$ cat src/design/rsc_pkg.sv
// Constants for the reset source combiner: register map, bit positions
// and reset values. Assumes nothing of its users beyond explicit
// rsc_pkg:: references.
package rsc_pkg;

  // Register map, word addresses on the Avalon-MM slave
  localparam logic [1:0]  RCC_ADDR          = 2'h0;   // reset_cause_control
  localparam int          RCC_WIDTH         = 16;

  // Bit positions inside reset_cause_control
  localparam int          POWER_ON_BIT      = 0;
  localparam int          BROWNOUT_BIT      = 1;
  localparam int          IDLE_WAKE_BIT     = 2;
  localparam int          SLEEP_WAKE_BIT    = 3;
  localparam int          WDT_TIMEOUT_BIT   = 4;
  localparam int          WDT_SOFT_EN_BIT   = 5;
  localparam int          SOFT_RESET_BIT    = 6;
  localparam int          PIN_RESET_BIT     = 7;
  localparam int          REG_SLEEP_BIT     = 8;
  localparam int          CFG_MISMATCH_BIT  = 9;
  localparam int          ILLEGAL_COND_BIT  = 14;
  localparam int          TRAP_CONFLICT_BIT = 15;

  // Variant option: configuration mismatch source and flag present
  localparam logic        CM_PRESENT        = 1'b1;

  // Implemented bits; bits 13..10 are absent, bit 9 follows the variant
  localparam logic [15:0] RCC_IMPL_MASK     = CM_PRESENT ? 16'hc3ff : 16'hc1ff;

  // Value after power-on reset: power-on and brown-out flags set
  localparam logic [15:0] RCC_POR_VALUE     = 16'h0003;

  // Synchroniser reset values for the pin inputs {fuse, clear_n, brownout}
  localparam logic [2:0]  PIN_SYNC_RESET    = 3'h2;

endpackage : rsc_pkg

$ cat src/design/rsc_sync.sv
// Two-flop synchroniser for levels that arrive from pins.
// Assumes the levels are quasi-static compared with the 100 ns clock.
`timescale 1ns/100ps
module rsc_sync #(
  parameter int          WIDTH     = 1,
  parameter logic [WIDTH-1:0] RST_VAL = '0
) (
  // Clock and control
  input  wire logic             clock,
  input  wire logic             rst_n,
  input  wire logic             ce,
  // Data
  input  wire logic [WIDTH-1:0] async_in,
  output logic      [WIDTH-1:0] sync_out
);

  logic [WIDTH-1:0] meta_q;

  // First stage is read only by the second stage
  always_ff @(posedge clock) begin
    if (!rst_n) begin
      meta_q   <= RST_VAL;
      sync_out <= RST_VAL;
    end else if (ce) begin
      meta_q   <= async_in;
      sync_out <= meta_q;
    end
  end

endmodule : rsc_sync

$ cat src/design/rsc_flag.sv
// One bit of the reset cause register: hardware set, software write.
// Assumes the caller gates hw_set and sw_we with nothing but its own logic.
`timescale 1ns/100ps
module rsc_flag #(
  parameter logic RST_VAL = 1'b0
) (
  // Clock and control
  input  wire logic clock,
  input  wire logic rst_n,
  input  wire logic ce,
  // Set and write
  input  wire logic hw_set,
  input  wire logic sw_we,
  input  wire logic sw_wdata,
  // State
  output logic      flag_q
);

  logic flag_d;

  // A hardware event outranks a software clear in the same cycle
  always_comb begin
    flag_d = sw_we ? sw_wdata : flag_q;
    if (hw_set) begin
      flag_d = 1'b1;
    end
  end

  // Only power-on reset touches the bit; warm resets leave it alone
  always_ff @(posedge clock) begin
    if (!rst_n) begin
      flag_q <= RST_VAL;
    end else if (ce) begin
      flag_q <= flag_d;
    end
  end

endmodule : rsc_flag

$ cat src/design/rsc_top.sv
// Reset source combiner: ORs all reset sources into the master system
// reset and keeps the reset cause register on an Avalon-MM slave.
// Assumes rst_n is the power-on reset, the core-side sources are on this
// clock, and brown-out, clear pin and the watchdog fuse come from pins.
//
// Function
// - Any active source drives master reset
// - Opcode, uninit register, security share one flag
// - Each reset kind sets its own flag
// - Power-on leaves register at 0x0003
// - Software sets/clears flags, never causes reset
// - Bits 13..10 read zero, ignore writes
// - Bit 15 set on trap conflict reset
// - Bit 14 set on illegal condition reset
// - Bit 9 set on config mismatch, optional
// - Bit 8 keeps regulator active in Sleep
// - Bit 7 set on clear pin reset
// - Bit 6 set on reset instruction
// - Fuse one forces watchdog always enabled
// - Bit 4 set on watchdog time-out
// - Bit 3 shows device was in Sleep
// - Bit 2 shows device was in Idle
// - Bit 1 set on brown-out reset
// - Bit 0 set on power-on reset
// - Power-on and brown-out are cold resets
//
// Our own choices: the register offsets and the Avalon-MM slave port.
`timescale 1ns/100ps
module rsc_top (
  // Clock, reset, enable
  input  wire logic        clock,
  input  wire logic        rst_n,
  input  wire logic        ce,
  // Avalon-MM slave
  input  wire logic [1:0]  address,
  input  wire logic        read,
  input  wire logic        write,
  input  wire logic [3:0]  byteenable,
  input  wire logic [31:0] writedata,
  output logic      [31:0] readdata,
  output logic             waitrequest,
  // Pin sources, asynchronous
  input  wire logic        brownout_in,
  input  wire logic        external_clear_pin_n,
  input  wire logic        watchdog_fuse_enable,
  // Core-side sources, on this clock
  input  wire logic        soft_reset_req,
  input  wire logic        watchdog_timeout,
  input  wire logic        config_mismatch,
  input  wire logic        trap_conflict,
  input  wire logic        illegal_opcode,
  input  wire logic        uninit_wreg_access,
  input  wire logic        security_violation,
  input  wire logic        sleep_wake,
  input  wire logic        idle_wake,
  // Reset and control outputs
  output logic             master_system_reset,
  output logic             reset_is_cold,
  output logic             watchdog_enable,
  output logic             regulator_sleep_active
);

  logic [2:0]  pins_s;
  logic        brownout_s;
  logic        clear_pin_n_s;
  logic        fuse_s;
  logic        illegal_any;
  logic        src_any;
  logic        cold_src;
  logic [15:0] hw_set;
  logic [15:0] sw_we;
  logic [15:0] flags_q;
  logic [15:0] rcc_view;
  logic        wr_acc;
  logic        rd_hit;

  // Pin levels are synchronised before any logic looks at them
  rsc_sync #(
    .WIDTH   (3),
    .RST_VAL (rsc_pkg::PIN_SYNC_RESET)
  ) u_pin_sync (
    .clock    (clock),
    .rst_n    (rst_n),
    .ce       (ce),
    .async_in ({watchdog_fuse_enable, external_clear_pin_n, brownout_in}),
    .sync_out (pins_s)
  );

  assign brownout_s    = pins_s[0];
  assign clear_pin_n_s = pins_s[1];
  assign fuse_s        = pins_s[2];

  // Three illegal conditions fold into one source
  assign illegal_any = illegal_opcode | uninit_wreg_access | security_violation;

  // Every reset source, ORed, wake events left out; mismatch only counts on variants that have it
  assign src_any = brownout_s | ~clear_pin_n_s | soft_reset_req | watchdog_timeout
                 | (config_mismatch & rsc_pkg::CM_PRESENT)
                 | trap_conflict | illegal_any;

  // Cold sources are power-on and brown-out only
  assign cold_src = brownout_s;

  // Hardware set vector, one dedicated bit per reset kind
  always_comb begin
    hw_set = 16'h0000;
    hw_set[rsc_pkg::TRAP_CONFLICT_BIT] = trap_conflict;
    hw_set[rsc_pkg::ILLEGAL_COND_BIT]  = illegal_any;
    hw_set[rsc_pkg::CFG_MISMATCH_BIT]  = config_mismatch & rsc_pkg::CM_PRESENT;
    hw_set[rsc_pkg::PIN_RESET_BIT]     = ~clear_pin_n_s;
    hw_set[rsc_pkg::SOFT_RESET_BIT]    = soft_reset_req;
    hw_set[rsc_pkg::WDT_TIMEOUT_BIT]   = watchdog_timeout;
    hw_set[rsc_pkg::SLEEP_WAKE_BIT]    = sleep_wake;
    hw_set[rsc_pkg::IDLE_WAKE_BIT]     = idle_wake;
    hw_set[rsc_pkg::BROWNOUT_BIT]      = brownout_s;
    hw_set[rsc_pkg::POWER_ON_BIT]      = 1'b0; // Set by the reset value
  end

  // Write takes effect at the edge where the master sees waitrequest low
  assign wr_acc = ce & write & ~waitrequest & (address == rsc_pkg::RCC_ADDR);
  assign rd_hit = read & (address == rsc_pkg::RCC_ADDR);

  // Per-bit write strobe; low byte on lane 0, high byte on lane 1
  always_comb begin
    sw_we = 16'h0000;
    for (int i = 0; i < 16; i++) begin
      sw_we[i] = wr_acc & byteenable[i / 8];
    end
  end

  // One flag per bit; absent bits are constant zero and drop writes
  genvar g;
  generate
    for (g = 0; g < rsc_pkg::RCC_WIDTH; g++) begin : g_bit
      if (rsc_pkg::RCC_IMPL_MASK[g]) begin : g_impl
        rsc_flag #(
          .RST_VAL (rsc_pkg::RCC_POR_VALUE[g])
        ) u_flag (
          .clock    (clock),
          .rst_n    (rst_n),
          .ce       (ce),
          .hw_set   (hw_set[g]),
          .sw_we    (sw_we[g]),
          .sw_wdata (writedata[g]),
          .flag_q   (flags_q[g])
        );
      end else begin : g_none
        assign flags_q[g] = 1'b0;
      end
    end
  endgenerate

  assign rcc_view = flags_q & rsc_pkg::RCC_IMPL_MASK;

  // Bus handshake: one wait cycle, then one cycle with waitrequest low.
  // Read data is captured in the wait cycle, so a flag set in the very
  // cycle of acceptance shows on the next read.
  always_ff @(posedge clock) begin
    if (!rst_n) begin
      waitrequest <= 1'b1;
    end else if (ce) begin
      waitrequest <= ~(waitrequest & (read | write));
    end
  end

  // Read data; unmapped words read zero, upper half always zero
  always_ff @(posedge clock) begin
    if (!rst_n) begin
      readdata <= 32'h0000_0000;
    end else if (ce && waitrequest) begin
      readdata <= rd_hit ? {16'h0000, rcc_view} : 32'h0000_0000;
    end
  end

  // Master reset follows the OR of sources; held during power-on reset.
  // A software write only stores bits and never reaches this term.
  always_ff @(posedge clock) begin
    if (!rst_n) begin
      master_system_reset <= 1'b1;
      reset_is_cold       <= 1'b1;
    end else if (ce) begin
      master_system_reset <= src_any;
      reset_is_cold       <= cold_src;
    end
  end

  // Watchdog enable: an unprogrammed fuse overrides the soft bit
  always_ff @(posedge clock) begin
    if (!rst_n) begin
      watchdog_enable <= 1'b0;
    end else if (ce) begin
      watchdog_enable <= fuse_s | flags_q[rsc_pkg::WDT_SOFT_EN_BIT];
    end
  end

  // Regulator stays active in Sleep while the bit is one
  always_ff @(posedge clock) begin
    if (!rst_n) begin
      regulator_sleep_active <= 1'b0;
    end else if (ce) begin
      regulator_sleep_active <= flags_q[rsc_pkg::REG_SLEEP_BIT];
    end
  end
endmodule : rsc_top

$ cat config.mk
export PLATFORM = sky130hd
export DESIGN_NAME = rsc_top
export DESIGN_NICKNAME = d
export VERILOG_FILES = /design/src/design/rsc_pkg.sv /design/src/design/rsc_sync.sv /design/src/design/rsc_flag.sv /design/src/design/rsc_top.sv
export SDC_FILE = /design/constraint.sdc
export NUM_CORES = 1
export LEC_CHECK = 0
export ABC_AREA = 1
export BUFFER_PORTS_ARGS = -buffer_cell sky130_fd_sc_hd__buf_2
export CORE_UTILIZATION = 40
export DETAILED_ROUTE_END_ITERATION = 16
export PLACE_DENSITY_LB_ADDON = 0.3
export SLEW_MARGIN = 20
export SYNTH_ARGS = -nofsm -noshare
export SYNTH_HDL_FRONTEND = slang
export SYNTH_HIERARCHICAL = 1
export SYNTH_SLANG_ARGS = --single-unit
$ cat constraint.sdc
create_clock -name clock -period 1.7 [get_ports clock]
set_input_delay 0.34 -clock clock [delete_from_list [all_inputs] [get_ports clock]]
set_output_delay 0.34 -clock clock [all_outputs]
set_load 0.03 [all_outputs]
==> summary.txt <==
Status
  • Status: completed

Floorplanning
  • Die Y: 67.1 um
  • Die Wd: 67.1 um
  • Num rows: 23
  • Die ar.: 4500 um^2
  • Initial Utilization: 42.0%
  • Ports: 92
  • Placeable core area: 4030 um^2

Placement
  • Inst Count DP: 346
  • Gpl congestion: 0.741
  • Pre-CTS setup slack: 261 ps
  • Dpl hpwl: 2580 um
  • Cell area after placement: 1960 um^2
  • Number of I/O port buffers: 49

Worst setup path
  • Critical path arrival: 890 ps
  • Setup Crit Path Kind: reg -> out
  • Critical Path Slowest Stage Cell: dfxtp_1
  • CP Launch Type: register
  • Critical Path RT: 1360 ps
  • CP endpoint kind: primary output
  • Critical-path maximum fanout: 4
  • Reg2Reg Depth: 9
  • Slowest cell delay on critical path: 380 ps
  • Reg-to-Reg End: g_bit[3].g_impl.u_flag/flag_q
  • Top delay family on crit path: flip-flops
  • FF-to-FF Start: waitrequest
  • R2R Setup Slk: 480 ps
  • CP Cell Sequence: buf_2
  • CP Buf/Inv Count: 1

Timing
  • Post-Route Setup TNS: 0 ps
  • Final hold slack: 261 ps
  • Final hold vios: 0
  • Max-slew violations: 0
  • Final worst-path cycle share: 72.5%
  • Final worst setup slack: 468 ps
  • Setup violators final: 0
  • Fmax: 0.812 GHz
  • Min Tclk post-route: 1230 ps
  • RSZ-0062 raised after global routing: no
  • Worst Skew: 1.95 ps

Final layout
  • Diode count: 0
  • Area Growth Syn to Fin: 24.1%
  • Fin util: 52.1%
  • Post-Layout Cell Count: 354
  • Nets: 358
  • Final Cell Area: 2100 um^2
  • Layout cell share with drive strength beyond 1: 25.3%
  • Fillers: 413

Power and ir drop
  • Sw Share: 25.6%
  • Sw power: 527 uW
  • Clock Power Share: 43.5%
  • Overall power: 2.06 mW
  • VDD IR max: 0.789 mV
  • Pleak: 1.09 nW
  • Pint: 1.53 mW
  • Power per cell area: 978 nW/um^2
  • Seq pwr share: 42.8%
  • Comb pwr share: 13.7%

Yosys
  • Yosys cell types: 19
  • Area share of the largest cell type after synthesis: 41.4%
  • Cell count after synthesis: 243
  • Post-synthesis cell area: 1690 um^2
  • Yosys reg bits: 35
  • Sequential share of the synthesized area: 41.4%
  • Yosys warning count: 6
  • Synth area leaders: dfxtp_1 (41%), nand2_1 (16%), buf_4 (9.3%), nand3_1 (8.0%), inv_1 (5.1%)
  • Biggest area consumer among synthesized cells: dfxtp_1
  • Syn_area_per_cell: 6.97 um^2

Detailed routing
  • # DRC: 0
  • Drt initial violations: 69
  • Remaining antenna violation count: 0
  • Final wirelength: 3500 um
  • Drt wl/cell: 9.90 um
  • Detailed-route via count: 1,566
  • DR pass1 iterations: 4
  • Vias per Instance: 4.42

Clocking
  • Post-CTS setup buffer count: 0
  • Maximum clock insertion buffer count: 2
  • CTS resizes: 0
  • Clk sinks: 35
  • Hold bufs inserted after CTS: 0
  • Clk root buf: clkbuf_8
  • CTS tree: done
  • Htree depth: 2
  • CTS Buf Count: 5
  • Clk slew on worst S/H paths: 70 ps
  • Clk_lat worst skew: 280 ps

GRT
  • Total congestion overflow: 0
  • Total global-route track usage: 17.2%
  • Largest net degree at the start of global routing: 38
  • Vias in the first global route: 1,268
  • Initial antenna violation count: 0
  • First-pass GRT wire length: 5640 um

Hold path
  • Worst Hold End: u_pin_sync/meta_q[1]
  • Min-delay src: external_clear_pin_n
  • HP Class: in -> reg
  • Hold Path Cell Cnt: 3

Job
  • MaxCap Viol Count: 0
[how the worst max path moves through the flow]
stage | startpoint | to | slack [ps] | depth (start not counted)
floorplan | address[1] | g_bit[2].g_impl.u_flag/flag_q | 160 | 9
global placement | address[1] | g_bit[6].g_impl.u_flag/flag_q | 260 | 10
detailed placement | address[1] | g_bit[4].g_impl.u_flag/flag_q | 260 | 10
CTS | waitrequest | waitrequest | 460 | 1
global route | waitrequest | g_bit[8].g_impl.u_flag/flag_q | 310 | 9
finish | waitrequest | waitrequest | 470 | 1
[Yosys cell counts]
master	number
a21oi_1	15
buf_4	21
nor2_1	15
buf_6	2
nor2_2	3
o21ai_0	4
inv_1	23
clkbuf_1	1
dfxtp_1	35
nand2_1	72
nand2_2	4
nand3_1	27
buf_2	2
inv_2	2
or2_2	2
nand4_1	12
nor3_1	1
o211ai_1	1
conb_1	1
[power groups by stage]
stage	clock [mW]	sequential [mW]	combinational [mW]
2_1_floorplan	0	0.914	0.207
3_3_place_gp	0	0.898	0.280
3_5_place_dp	0	0.898	0.282
4_1_cts	0.910	0.880	0.283
5_1_grt	0.956	0.884	0.317
6_report	0.894	0.880	0.281
[sequential cells by signal, indices dropped and copies added (netlist names)]
name / flops
g_bit.g_impl.u_flag/flag_q: 12
readdata: 12
u_pin_sync/meta_q: 3
u_pin_sync/sync_out: 3
master_system_reset: 1
regulator_sleep_active: 1
reset_is_cold: 1
waitrequest: 1
watchdog_enable: 1
[worst register-to-register path: stages, from the launching register on]
cell     delay (ps)
dfxtp_1         340
nor2_1          100
nand3_1         110
nor2_2          150
buf_12          150
nand2_1          60
nand2_1          60
nand3_1          60
nand2_1          60
inv_1            30
[kinds of logic (layout without fill, tap and decap cells)]
kind of cell	Yosys count	after routing	synth area share, %
AO/OA/AOI/OAI	20	20	6.06
flip-flops	35	35	41.4
other	1	23	0.222
buffers and inverters	51	90	17.0
AND/OR/NAND/NOR	136	136	35.3
[routing by layer]
layer,global-route usage (%),wire (um),vias up
met4,5.59,38,0
met5,0,0,-
li1,-,-,850
met2,27.1,1670,47
met3,6.16,149,4
met1,21.6,1650,665
[cells in the final DEF, fill, tap and decap left out]
| cell type | n |
|---|---|
| nand2_1 | 72 |
| buf_2 | 49 |
| dfxtp_1 | 35 |
| nand3_1 | 27 |
| inv_1 | 23 |
| conb_1 | 23 |
| a21oi_1 | 15 |
| nor2_1 | 14 |
| nand4_1 | 12 |
| buf_4 | 7 |
| clkbuf_8 | 5 |
| nor2_2 | 4 |
| nand2_2 | 4 |
| o21ai_0 | 4 |
| inv_2 | 2 |
| or2_2 | 2 |
| bufinv_16 | 2 |
| o211ai_1 | 1 |
| nor3_1 | 1 |
| clkinvlp_4 | 1 |
| buf_12 | 1 |
[final cells by class]
| type | instances | area, um^2 | area share, % |
|---|---|---|---|
| Clock inverter | 3 | 67.6 | 3.22 |
| Sequential cell | 35 | 701 | 33.4 |
| Tap cell | 50 | 62.6 | 2.98 |
| Inverter | 25 | 93.8 | 4.47 |
| Multi-Input combinational cell | 179 | 790 | 37.6 |
| Timing Repair Buffer | 57 | 318 | 15.1 |
| Clock buffer | 5 | 68.8 | 3.28 |
No activity file was read; power rests on OpenSTA's default activity.
